==> src/rtl/bmd_pkg.sv <==
// Purpose: Shared constants for the board memory decode and indicator latch block.
// Assumes: One 10 MHz core clock; the controller clock output arrives as a synchronous input.
// Notes:   Decode patterns are six bits: address bits 15..11 followed by the read strobe (active low).

`default_nettype none

package bmd_pkg;

  // Memory map selections from the two configuration switches.
  typedef enum logic [1:0] {
    BMD_MAP_NONE  = 2'h0,
    BMD_MAP_UPPER = 2'h1,
    BMD_MAP_EXTPG = 2'h2,
    BMD_MAP_FULL  = 2'h3
  } bmd_map_t;

  // Number of indicator latches and width of the decode vector.
  localparam int unsigned BMD_NUM_IND  = 4;
  localparam int unsigned BMD_DEC_W    = 6;

  // Base set and clear patterns; latch k adds k times the latch step.
  localparam logic [5:0]  BMD_SET_BASE = 6'h20;
  localparam logic [5:0]  BMD_CLR_BASE = 6'h22;
  localparam logic [5:0]  BMD_IND_STEP = 6'h04;

  // Reset value of the indicator latches.
  localparam logic [3:0]  BMD_IND_RST  = 4'h0;

  // Length of the reset release synchroniser.
  localparam int unsigned BMD_RST_SYNC = 2;

endpackage

`default_nettype wire

==> src/rtl/bmd_decode.sv <==
// Purpose: Board glue between a controller's external memory bus and an external RAM.
// Assumes: All inputs synchronous to core_clk_in; the controller clock output is sampled for edges.
// Notes:   RAM selects are combinational; indicators are set-reset registers updated on controller clock rising edges.
// Notes on behaviour
// - Switches 00: RAM enables both high, external access select low.
// - Switches 01: RAM chip enable low exactly when address bit 15 high.
// - Modes other than 00: output enable low when either strobe low.
// - Switches 11: RAM chip enable low for every address, external select low.
// - Switches 10: RAM chip enable always low, external access select high.
// - Decode vector is address 15..11 then read strobe, six bits.
// - Latch 0 set on 100000, cleared on 100010.
// - Latch 1 set on 100100, cleared on 100110.
// - Latch 2 set on 101000, cleared on 101010.
// - Latch 3 set on 101100, cleared on 101110.
// - Indicators are set-reset registers updated on controller clock rising edges.

`default_nettype none

module bmd_decode
  import bmd_pkg::*;
(
  // Clock and reset.
  input  wire logic       core_clk_in,
  input  wire logic       reset_n_in,
  // Configuration switches.
  input  wire logic       config_switch_high_in,
  input  wire logic       config_switch_low_in,
  // Controller memory bus.
  input  wire logic [4:0] addr_hi_in,
  input  wire logic       read_strobe_n_in,
  input  wire logic       program_store_strobe_n_in,
  input  wire logic       controller_clock_output_in,
  // RAM and controller controls.
  output logic            ram_chip_enable_n_out,
  output logic            ram_output_enable_n_out,
  output logic            external_access_select_out,
  // Indicators.
  output logic [3:0]      indicator_latch_out
);

  logic [BMD_RST_SYNC-1:0] rst_sync_q;
  logic                    rst_n;
  logic                    ctl_clk_q;
  logic                    ctl_rise;
  logic [BMD_DEC_W-1:0]    dec_vec;
  logic [3:0]              ind_q;
  logic [3:0]              set_hit;
  logic [3:0]              clr_hit;
  bmd_map_t                map_sel;

  // Pattern of latch k, used for both set and clear matching.
  function automatic logic [5:0] bmd_pat(input logic [5:0] base, input int unsigned idx);
    logic [5:0] ofs;
    ofs = 6'(idx * BMD_IND_STEP);
    return base + ofs;
  endfunction

  // Reset is asserted at once and released through two flip-flops.
  always_ff @(posedge core_clk_in or negedge reset_n_in) begin
    if (!reset_n_in) begin
      rst_sync_q <= '0;
    end else begin
      rst_sync_q <= {rst_sync_q[BMD_RST_SYNC-2:0], 1'b1};
    end
  end
  assign rst_n = rst_sync_q[BMD_RST_SYNC-1];

  // Remembers the controller clock level so its rising edge can be found.
  always_ff @(posedge core_clk_in or negedge rst_n) begin
    if (!rst_n) begin
      ctl_clk_q <= 1'b0;
    end else begin
      ctl_clk_q <= controller_clock_output_in;
    end
  end
  assign ctl_rise = controller_clock_output_in & ~ctl_clk_q;

  // Decode vector: upper address bits then the read strobe; program strobe left out.
  assign dec_vec = {addr_hi_in, read_strobe_n_in};

  // Set and clear matches for each latch.
  genvar gi;
  generate
    for (gi = 0; gi < BMD_NUM_IND; gi++) begin : g_match
      assign set_hit[gi] = (dec_vec == bmd_pat(BMD_SET_BASE, gi));
      assign clr_hit[gi] = (dec_vec == bmd_pat(BMD_CLR_BASE, gi));
    end
  endgenerate

  // Set-reset latches updated only on a controller clock edge; otherwise they hold.
  always_ff @(posedge core_clk_in or negedge rst_n) begin
    if (!rst_n) begin
      ind_q <= BMD_IND_RST;
    end else if (ctl_rise) begin
      ind_q <= (ind_q | set_hit) & ~clr_hit;
    end
  end
  assign indicator_latch_out = ind_q;

  // Memory map decode of the RAM selects and external access line.
  assign map_sel = bmd_map_t'({config_switch_high_in, config_switch_low_in});
  always_comb begin
    ram_chip_enable_n_out      = 1'b1;
    ram_output_enable_n_out    = 1'b1;
    external_access_select_out = 1'b0;
    case (map_sel)
      BMD_MAP_NONE: begin
        ram_chip_enable_n_out = 1'b1;
      end
      BMD_MAP_UPPER: begin
        ram_chip_enable_n_out   = ~addr_hi_in[4];
        ram_output_enable_n_out = read_strobe_n_in & program_store_strobe_n_in;
      end
      BMD_MAP_FULL: begin
        ram_chip_enable_n_out   = 1'b0;
        ram_output_enable_n_out = read_strobe_n_in & program_store_strobe_n_in;
      end
      BMD_MAP_EXTPG: begin
        ram_chip_enable_n_out      = 1'b0;
        ram_output_enable_n_out    = read_strobe_n_in & program_store_strobe_n_in;
        external_access_select_out = 1'b1;
      end
      default: begin
        ram_chip_enable_n_out = 1'b1;
      end
    endcase
  end

  // Checks on the memory map selects.
  // These outputs are combinational, so each is judged in the very cycle that it is sampled.

  // Mode 00 keeps the RAM off and all fetches internal.
  mode_none_a: assert property (@(posedge core_clk_in) disable iff (!rst_n)
    (map_sel == BMD_MAP_NONE) |-> (ram_chip_enable_n_out && ram_output_enable_n_out && !external_access_select_out))
    else $error("Mode 00 drives memory selects.");

  // Mode 00 ignores a read strobe on the RAM output enable.
  none_strobe_a: assert property (@(posedge core_clk_in) disable iff (!rst_n)
    (map_sel == BMD_MAP_NONE && !read_strobe_n_in) |-> ram_output_enable_n_out)
    else $error("Mode 00 output enable follows the read strobe.");

  // The upper map selects the RAM by address bit 15 alone.
  upper_ce_a: assert property (@(posedge core_clk_in) disable iff (!rst_n)
    (map_sel == BMD_MAP_UPPER) |-> (ram_chip_enable_n_out == !addr_hi_in[4]) && !external_access_select_out)
    else $error("Upper map chip enable wrong.");

  // The lower half stays free in the upper map.
  upper_low_a: assert property (@(posedge core_clk_in) disable iff (!rst_n)
    (map_sel == BMD_MAP_UPPER && !addr_hi_in[4]) |-> ram_chip_enable_n_out)
    else $error("Upper map selects RAM in the lower half.");

  // The output enable is the combined strobe in every map but 00.
  strobe_oe_a: assert property (@(posedge core_clk_in) disable iff (!rst_n)
    (map_sel != BMD_MAP_NONE) |-> (ram_output_enable_n_out == (read_strobe_n_in && program_store_strobe_n_in)))
    else $error("Output enable does not follow strobes.");

  // A program fetch alone opens the RAM output.
  oe_psen_a: assert property (@(posedge core_clk_in) disable iff (!rst_n)
    (map_sel != BMD_MAP_NONE && !program_store_strobe_n_in) |-> !ram_output_enable_n_out)
    else $error("Program strobe does not enable RAM output.");

  // A data read alone opens the RAM output.
  oe_read_a: assert property (@(posedge core_clk_in) disable iff (!rst_n)
    (map_sel != BMD_MAP_NONE && !read_strobe_n_in) |-> !ram_output_enable_n_out)
    else $error("Read strobe does not enable RAM output.");

  // With both strobes idle the RAM output stays closed.
  oe_idle_a: assert property (@(posedge core_clk_in) disable iff (!rst_n)
    (map_sel != BMD_MAP_NONE && read_strobe_n_in && program_store_strobe_n_in) |-> ram_output_enable_n_out)
    else $error("RAM output enabled with strobes idle.");

  // The full map selects the RAM everywhere.
  full_ce_a: assert property (@(posedge core_clk_in) disable iff (!rst_n)
    (map_sel == BMD_MAP_FULL) |-> (!ram_chip_enable_n_out && !external_access_select_out))
    else $error("Full map selects wrong.");

  // The external program map selects the RAM and forces external fetch.
  extpg_ea_a: assert property (@(posedge core_clk_in) disable iff (!rst_n)
    (map_sel == BMD_MAP_EXTPG) |-> (!ram_chip_enable_n_out && external_access_select_out))
    else $error("External program map selects wrong.");

  // External access is never raised outside switch setting 10.
  ea_only_a: assert property (@(posedge core_clk_in) disable iff (!rst_n)
    external_access_select_out |-> (map_sel == BMD_MAP_EXTPG))
    else $error("External access raised in the wrong map.");

  // Checks on the indicator latches.
  // A latch moves at the detected controller clock edge, so each result is looked at one core cycle later.

  // Reads with address bit 15 low match no pattern.
  low_half_a: assert property (@(posedge core_clk_in) disable iff (!rst_n)
    (ctl_rise && !addr_hi_in[4]) |=> $stable(indicator_latch_out))
    else $error("Latches moved on a lower half read.");

  // Latch 0 set pattern.
  latch0_set_a: assert property (@(posedge core_clk_in) disable iff (!rst_n)
    (ctl_rise && {addr_hi_in, read_strobe_n_in} == 6'h20) |=> indicator_latch_out[0])
    else $error("Latch 0 not set.");

  // Latch 0 clear pattern.
  latch0_clr_a: assert property (@(posedge core_clk_in) disable iff (!rst_n)
    (ctl_rise && {addr_hi_in, read_strobe_n_in} == 6'h22) |=> !indicator_latch_out[0])
    else $error("Latch 0 not cleared.");

  // Latch 1 set pattern.
  latch1_set_a: assert property (@(posedge core_clk_in) disable iff (!rst_n)
    (ctl_rise && {addr_hi_in, read_strobe_n_in} == 6'h24) |=> indicator_latch_out[1])
    else $error("Latch 1 not set.");

  // Latch 1 clear pattern.
  latch1_clr_a: assert property (@(posedge core_clk_in) disable iff (!rst_n)
    (ctl_rise && {addr_hi_in, read_strobe_n_in} == 6'h26) |=> !indicator_latch_out[1])
    else $error("Latch 1 not cleared.");

  // Latch 2 set pattern.
  latch2_set_a: assert property (@(posedge core_clk_in) disable iff (!rst_n)
    (ctl_rise && {addr_hi_in, read_strobe_n_in} == 6'h28) |=> indicator_latch_out[2])
    else $error("Latch 2 not set.");

  // Latch 2 clear pattern.
  latch2_clr_a: assert property (@(posedge core_clk_in) disable iff (!rst_n)
    (ctl_rise && {addr_hi_in, read_strobe_n_in} == 6'h2a) |=> !indicator_latch_out[2])
    else $error("Latch 2 not cleared.");

  // Latch 3 set pattern.
  latch3_set_a: assert property (@(posedge core_clk_in) disable iff (!rst_n)
    (ctl_rise && {addr_hi_in, read_strobe_n_in} == 6'h2c) |=> indicator_latch_out[3])
    else $error("Latch 3 not set.");

  // Latch 3 clear pattern.
  latch3_clr_a: assert property (@(posedge core_clk_in) disable iff (!rst_n)
    (ctl_rise && {addr_hi_in, read_strobe_n_in} == 6'h2e) |=> !indicator_latch_out[3])
    else $error("Latch 3 not cleared.");

  // Indicators sit at their reset value while reset is held.
  reset_ind_a: assert property (@(posedge core_clk_in)
    !rst_n |-> (indicator_latch_out == BMD_IND_RST))
    else $error("Indicators not cleared by reset.");

  // A read with the strobe idle matches nothing.
  no_match_a: assert property (@(posedge core_clk_in) disable iff (!rst_n)
    (ctl_rise && read_strobe_n_in) |=> $stable(indicator_latch_out))
    else $error("Latches moved without a read.");

  // A controller clock that stays high gives no second update.
  ctl_level_a: assert property (@(posedge core_clk_in) disable iff (!rst_n)
    (controller_clock_output_in && $past(controller_clock_output_in)) |=> $stable(indicator_latch_out))
    else $error("Latches moved while the controller clock stayed high.");

  // A low controller clock never updates the latches.
  ctl_low_a: assert property (@(posedge core_clk_in) disable iff (!rst_n)
    !controller_clock_output_in |=> $stable(indicator_latch_out))
    else $error("Latches moved while the controller clock was low.");

  // Without an edge every latch holds.
  latch_hold_a: assert property (@(posedge core_clk_in) disable iff (!rst_n)
    !ctl_rise |=> $stable(indicator_latch_out))
    else $error("Latches moved without a clock edge.");

  // A program fetch alone leaves the latches alone.
  psen_ignore_a: assert property (@(posedge core_clk_in) disable iff (!rst_n)
    (ctl_rise && read_strobe_n_in && !program_store_strobe_n_in) |=> $stable(indicator_latch_out))
    else $error("Program strobe moved a latch.");

  // Setting latch 1 leaves the other three as they were.
  latch_other_a: assert property (@(posedge core_clk_in) disable iff (!rst_n)
    (ctl_rise && {addr_hi_in, read_strobe_n_in} == 6'h24) |=>
      ({indicator_latch_out[3:2], indicator_latch_out[0]} == $past({indicator_latch_out[3:2], indicator_latch_out[0]})))
    else $error("Setting latch 1 moved another latch.");

  // Clearing latch 0 leaves the other three as they were.
  clr_other_a: assert property (@(posedge core_clk_in) disable iff (!rst_n)
    (ctl_rise && {addr_hi_in, read_strobe_n_in} == 6'h22) |=> (indicator_latch_out[3:1] == $past(indicator_latch_out[3:1])))
    else $error("Clearing latch 0 moved another latch.");

  // Main scenarios.

  // External program fetch in progress.
  cov_extpg_c: cover property (@(posedge core_clk_in) disable iff (!rst_n)
    map_sel == BMD_MAP_EXTPG && !program_store_strobe_n_in);

  // A read in the upper half with the upper map.
  cov_upper_c: cover property (@(posedge core_clk_in) disable iff (!rst_n)
    map_sel == BMD_MAP_UPPER && addr_hi_in[4] && !read_strobe_n_in);

  // Latch 3 set on a controller clock edge.
  cov_set_c: cover property (@(posedge core_clk_in) disable iff (!rst_n)
    ctl_rise && set_hit[3]);

  // A program fetch at a set address on a controller clock edge.
  cov_psen_c: cover property (@(posedge core_clk_in) disable iff (!rst_n)
    ctl_rise && !program_store_strobe_n_in && addr_hi_in == 5'h10);

  // Latch 0 set and later cleared.
  cov_clr_c: cover property (@(posedge core_clk_in) disable iff (!rst_n)
    indicator_latch_out[0] ##[1:20] !indicator_latch_out[0]);

endmodule

`default_nettype wire

==> config.mk <==
export PLATFORM = sky130hd
export DESIGN_NAME = bmd_decode
export DESIGN_NICKNAME = d
export VERILOG_FILES = /design/src/rtl/bmd_pkg.sv /design/src/rtl/bmd_decode.sv
export SDC_FILE = /design/constraint.sdc
export NUM_CORES = 1
export LEC_CHECK = 0
export ABC_AREA = 1
export BUFFER_PORTS_ARGS = -buffer_cell sky130_fd_sc_hd__buf_2
export CAP_MARGIN = 20
export CORE_AREA = 10 10 47 49
export CTS_CLUSTER_SIZE = 20
export DETAILED_ROUTE_END_ITERATION = 6
export DIE_AREA = 0 0 57 59
export SYNTH_ARGS = -nofsm -noshare
export SYNTH_HDL_FRONTEND = slang
export SYNTH_SLANG_ARGS = --single-unit
==> constraint.sdc <==
create_clock -name core_clk_in -period 0.8 [get_ports core_clk_in]
set_input_delay 0 -clock core_clk_in [delete_from_list [all_inputs] [get_ports core_clk_in]]
set_output_delay 0 -clock core_clk_in [all_outputs]
set_load 0.01 [all_outputs]
==> flow_metrics.py <==
metrics = {
    "sta": {
        "post-route-min-period_ns": 0.879,
        "max_freq_mhz": 1140,
        "slew_violations": 0,
        "rsz0062_at_grt": "yes",
        "setup_viol": 4,
        "finalCritPeriodShare_pct": 110,
        "worst_clock_skew_ns": 0.00652,
        "hold_viol": 0,
        "timing.hold.ws_ns": 0.0737,
        "layout_setup_ws_ns": -0.0787,
        "fin_tns_setup_ns": -0.284,
    },
    "synth": {
        "synth_fp_nets": 73,
        "synth-seq-cells": 7,
        "netlist_instances": 61,
        "netlist_area_um2": 393,
        "yosys.area.top_type_share_pct": 44.6,
        "synthTopCellsByCount": "nand2_1, nor2_1, inv_1, dfrtp_1, a21oi_1",
        "synthDistinctLibCells": 8,
        "synth_edf_count": 0,
        "yosysSeqAreaShare_pct": 44.6,
        "syn_area_per_cell_um2": 6.44,
        "yosysWarningCount": 0,
        "synth_most_common_cell": "nand2_1",
        "synth_area_leader_cell": "dfrtp_1",
        "ys.flop_type": "dfrtp_1",
        "async_flop_share_pct": 100,
        "synth_area_leaders": "dfrtp_1, nand2_1, nor2_1",
    },
    "routing": {
        "drtPass1Iterations": 4,
        "drc": 0,
        "initialDrtViolationCount": 2,
        "drt_wl_total_um": 966,
        "avgViaCountPerCell": 4.12,
        "ant_nets": 0,
        "route.vias.total": 420,
        "wl_per_cell_um": 9.47,
    },
    "power_and_ir_drop": {
        "p_clk_share_pct": 33.9,
        "leakagePower_nw": 0.321,
        "total_power_mw": 0.945,
        "p_switching_mw": 0.261,
        "seq_power_share_pct": 43.6,
        "power_frac_comb_pct": 22.5,
        "swShare_pct": 27.6,
        "power_density_nw_per_um2": 1620,
        "internal_power_mw": 0.684,
        "worst_ir_drop_vdd_v": 0.000625,
    },
    "placement": {
        "io_buffers": 18,
        "dp_cells": 95,
        "placed_area_um2": 505,
        "gp_congestion": 0.644,
        "dp_hpwl_um": 824,
    },
    "cells_and_area": {
        "syn2layout_area_growth_pct": 48.7,
        "design_area_um2": 584,
        "drive_gt1_share_pct": 34.9,
        "diodes": 0,
        "num-nets-final": 99,
        "finalNonFillerCells": 102,
        "n_fill_cell": 158,
    },
    "grt": {
        "grt_pass1_vias": 427,
        "grt_start_max_net_pins": 6,
        "antenna_found_initial": 0,
        "grtUsageTotal_pct": 6.07,
        "grt-ovfl-total": 0,
        "grt_pass1_wl_um": 1650,
    },
    "setup_path": {
        "critical_path.max_stage_delay_ns": 0.38,
        "crit_chain": "nor2_2 > nand2_1 > nor2_1 > a21oi_2",
        "worstPathArrival_ns": 1.02,
        "cp_slowest_cell": "dfrtp_1",
        "crit_type": "flop to flop",
        "worstSetupEndpointType": "flop",
        "required_ns": 0.94,
        "r2r_slack_ns": -0.08,
        "worst_setup_path_start_kind": "flop",
        "critPathMaxFanout": 4,
    },
    "cts": {
        "clockBufferDepth": 2,
        "cts_buffers": 3,
        "cts_tree": "done",
        "path_clk_slew_ns": 0.06,
        "root_buffer": "clkbuf_4",
        "clk_latency_ns": 0.25,
        "clkSinkCount": 7,
        "cts-htree-levels": 1,
    },
    "floorplanning": {
        "start_util_pct": 28.0,
        "fp.dieH_um": 59,
        "rows": 14,
        "ios": 19,
        "floorplan.die_area_um2": 3360,
        "die_w_um": 57,
        "core_um2": 1400,
    },
    "outcome": {
        "violations": "negative setup slack",
        "outcome": "finished with violations",
    },
    "worst_hold_path": {
        "min_path_type": "flop to async pin",
    },
    "run": {
        "max-cap-violations": 0,
    },
}
final cells by class:
class	instances	area (um2)	share of cell area, %
inverters	14	52.6	8.99
clock buffers	4	26.3	4.50
repair buffers	21	124	21.2
well taps	16	20.0	3.43
flip-flops and latches	7	175	30.0
multi-input cells	40	186	31.9
layer usage:
metal | GRT usage, % | part of all wire (%) | up-vias
met4 | 4.03 | 0 | 0
met1 | 6.12 | 38 | 177
met2 | 8.84 | 50 | 20
li1 | - | - | 223
met3 | 4.29 | 12 | 0
met5 | 0 | 0 | -
kinds of logic (layout without fill, tap and decap cells):
logic type | Yosys count | after routing | share of synthesized area (%)
flops | 7 | 7 | 44.6
simple gates | 33 | 33 | 33.4
compound gates | 6 | 6 | 7.64
other cells | 1 | 1 | 0.954
buf+inv | 14 | 39 | 13.4
layout by cell type (no fill, tap or decap):
master and count:
a21oi_1 2, a21oi_2 3, buf_2 17, buf_4 1
buf_6 1, clkbuf_1 1, clkbuf_4 3, conb_1 1
dfrtp_1 7, dlygate4sd3_1 2, inv_1 14, nand2_1 16
nand2_2 1, nor2_1 12, nor2_2 3, nor2_4 1
o21ai_0 1
flip-flops by register name, summed over array words and instances, names as in the netlist:
register / cells
indicator_latch_out: 4
rst_sync_q: 2
ctl_clk_q: 1
path summary, 6_finish.rpt:
path                                          endpoint  cells past startpoint     startpoint
worst max-delay path            indicator_latch_out[0]                      4      ctl_clk_q
worst min-delay path            indicator_latch_out[3]                      0  rst_sync_q[1]
worst max register to register  indicator_latch_out[0]                      4      ctl_clk_q
worst min register to register  indicator_latch_out[3]                      0  rst_sync_q[1]
max in group asynchronous       indicator_latch_out[1]                      0  rst_sync_q[1]
min in group core_clk_in        indicator_latch_out[2]                      5  addr_hi_in[2]
through the flow:
| stage | setup WS, ns | utilization (%) |
|---|---|---|
| floorplan | 0.00241 | - |
| global placement | -0.0765 | 36.1 |
| detailed placement | -0.101 | 36.1 |
| CTS | -0.0663 | 39.8 |
| global route | -0.152 | 41.7 |
| finish | -0.0787 | 41.7 |
power groups by stage:
stage	Sequential, mW	Combinational [mW]	Clock (mW)
finish	0.412	0.213	0.321
global route	0.416	0.243	0.364
CTS	0.412	0.191	0.330
detailed placement	0.417	0.177	0
global placement	0.414	0.175	0
floorplan	0.428	0.0751	0
what timing repair did:
| item | in CTS | in global routing |
|---|---|---|
| hold buffers | 2 | 0 |
| buffers inserted | 0 | 1 |
| gates resized for setup | 2 | 5 |
| endpoints found under the setup margin | 4 | 7 |
| endpoints found under the hold margin | 3 | 0 |
critical path: cells and delay by family (launching register included):
family | cells | cell delay (ns)
compound gates | 1 | 0.04
flops | 1 | 0.38
simple gates | 3 | 0.35
(Power assumes the default switching activity.)
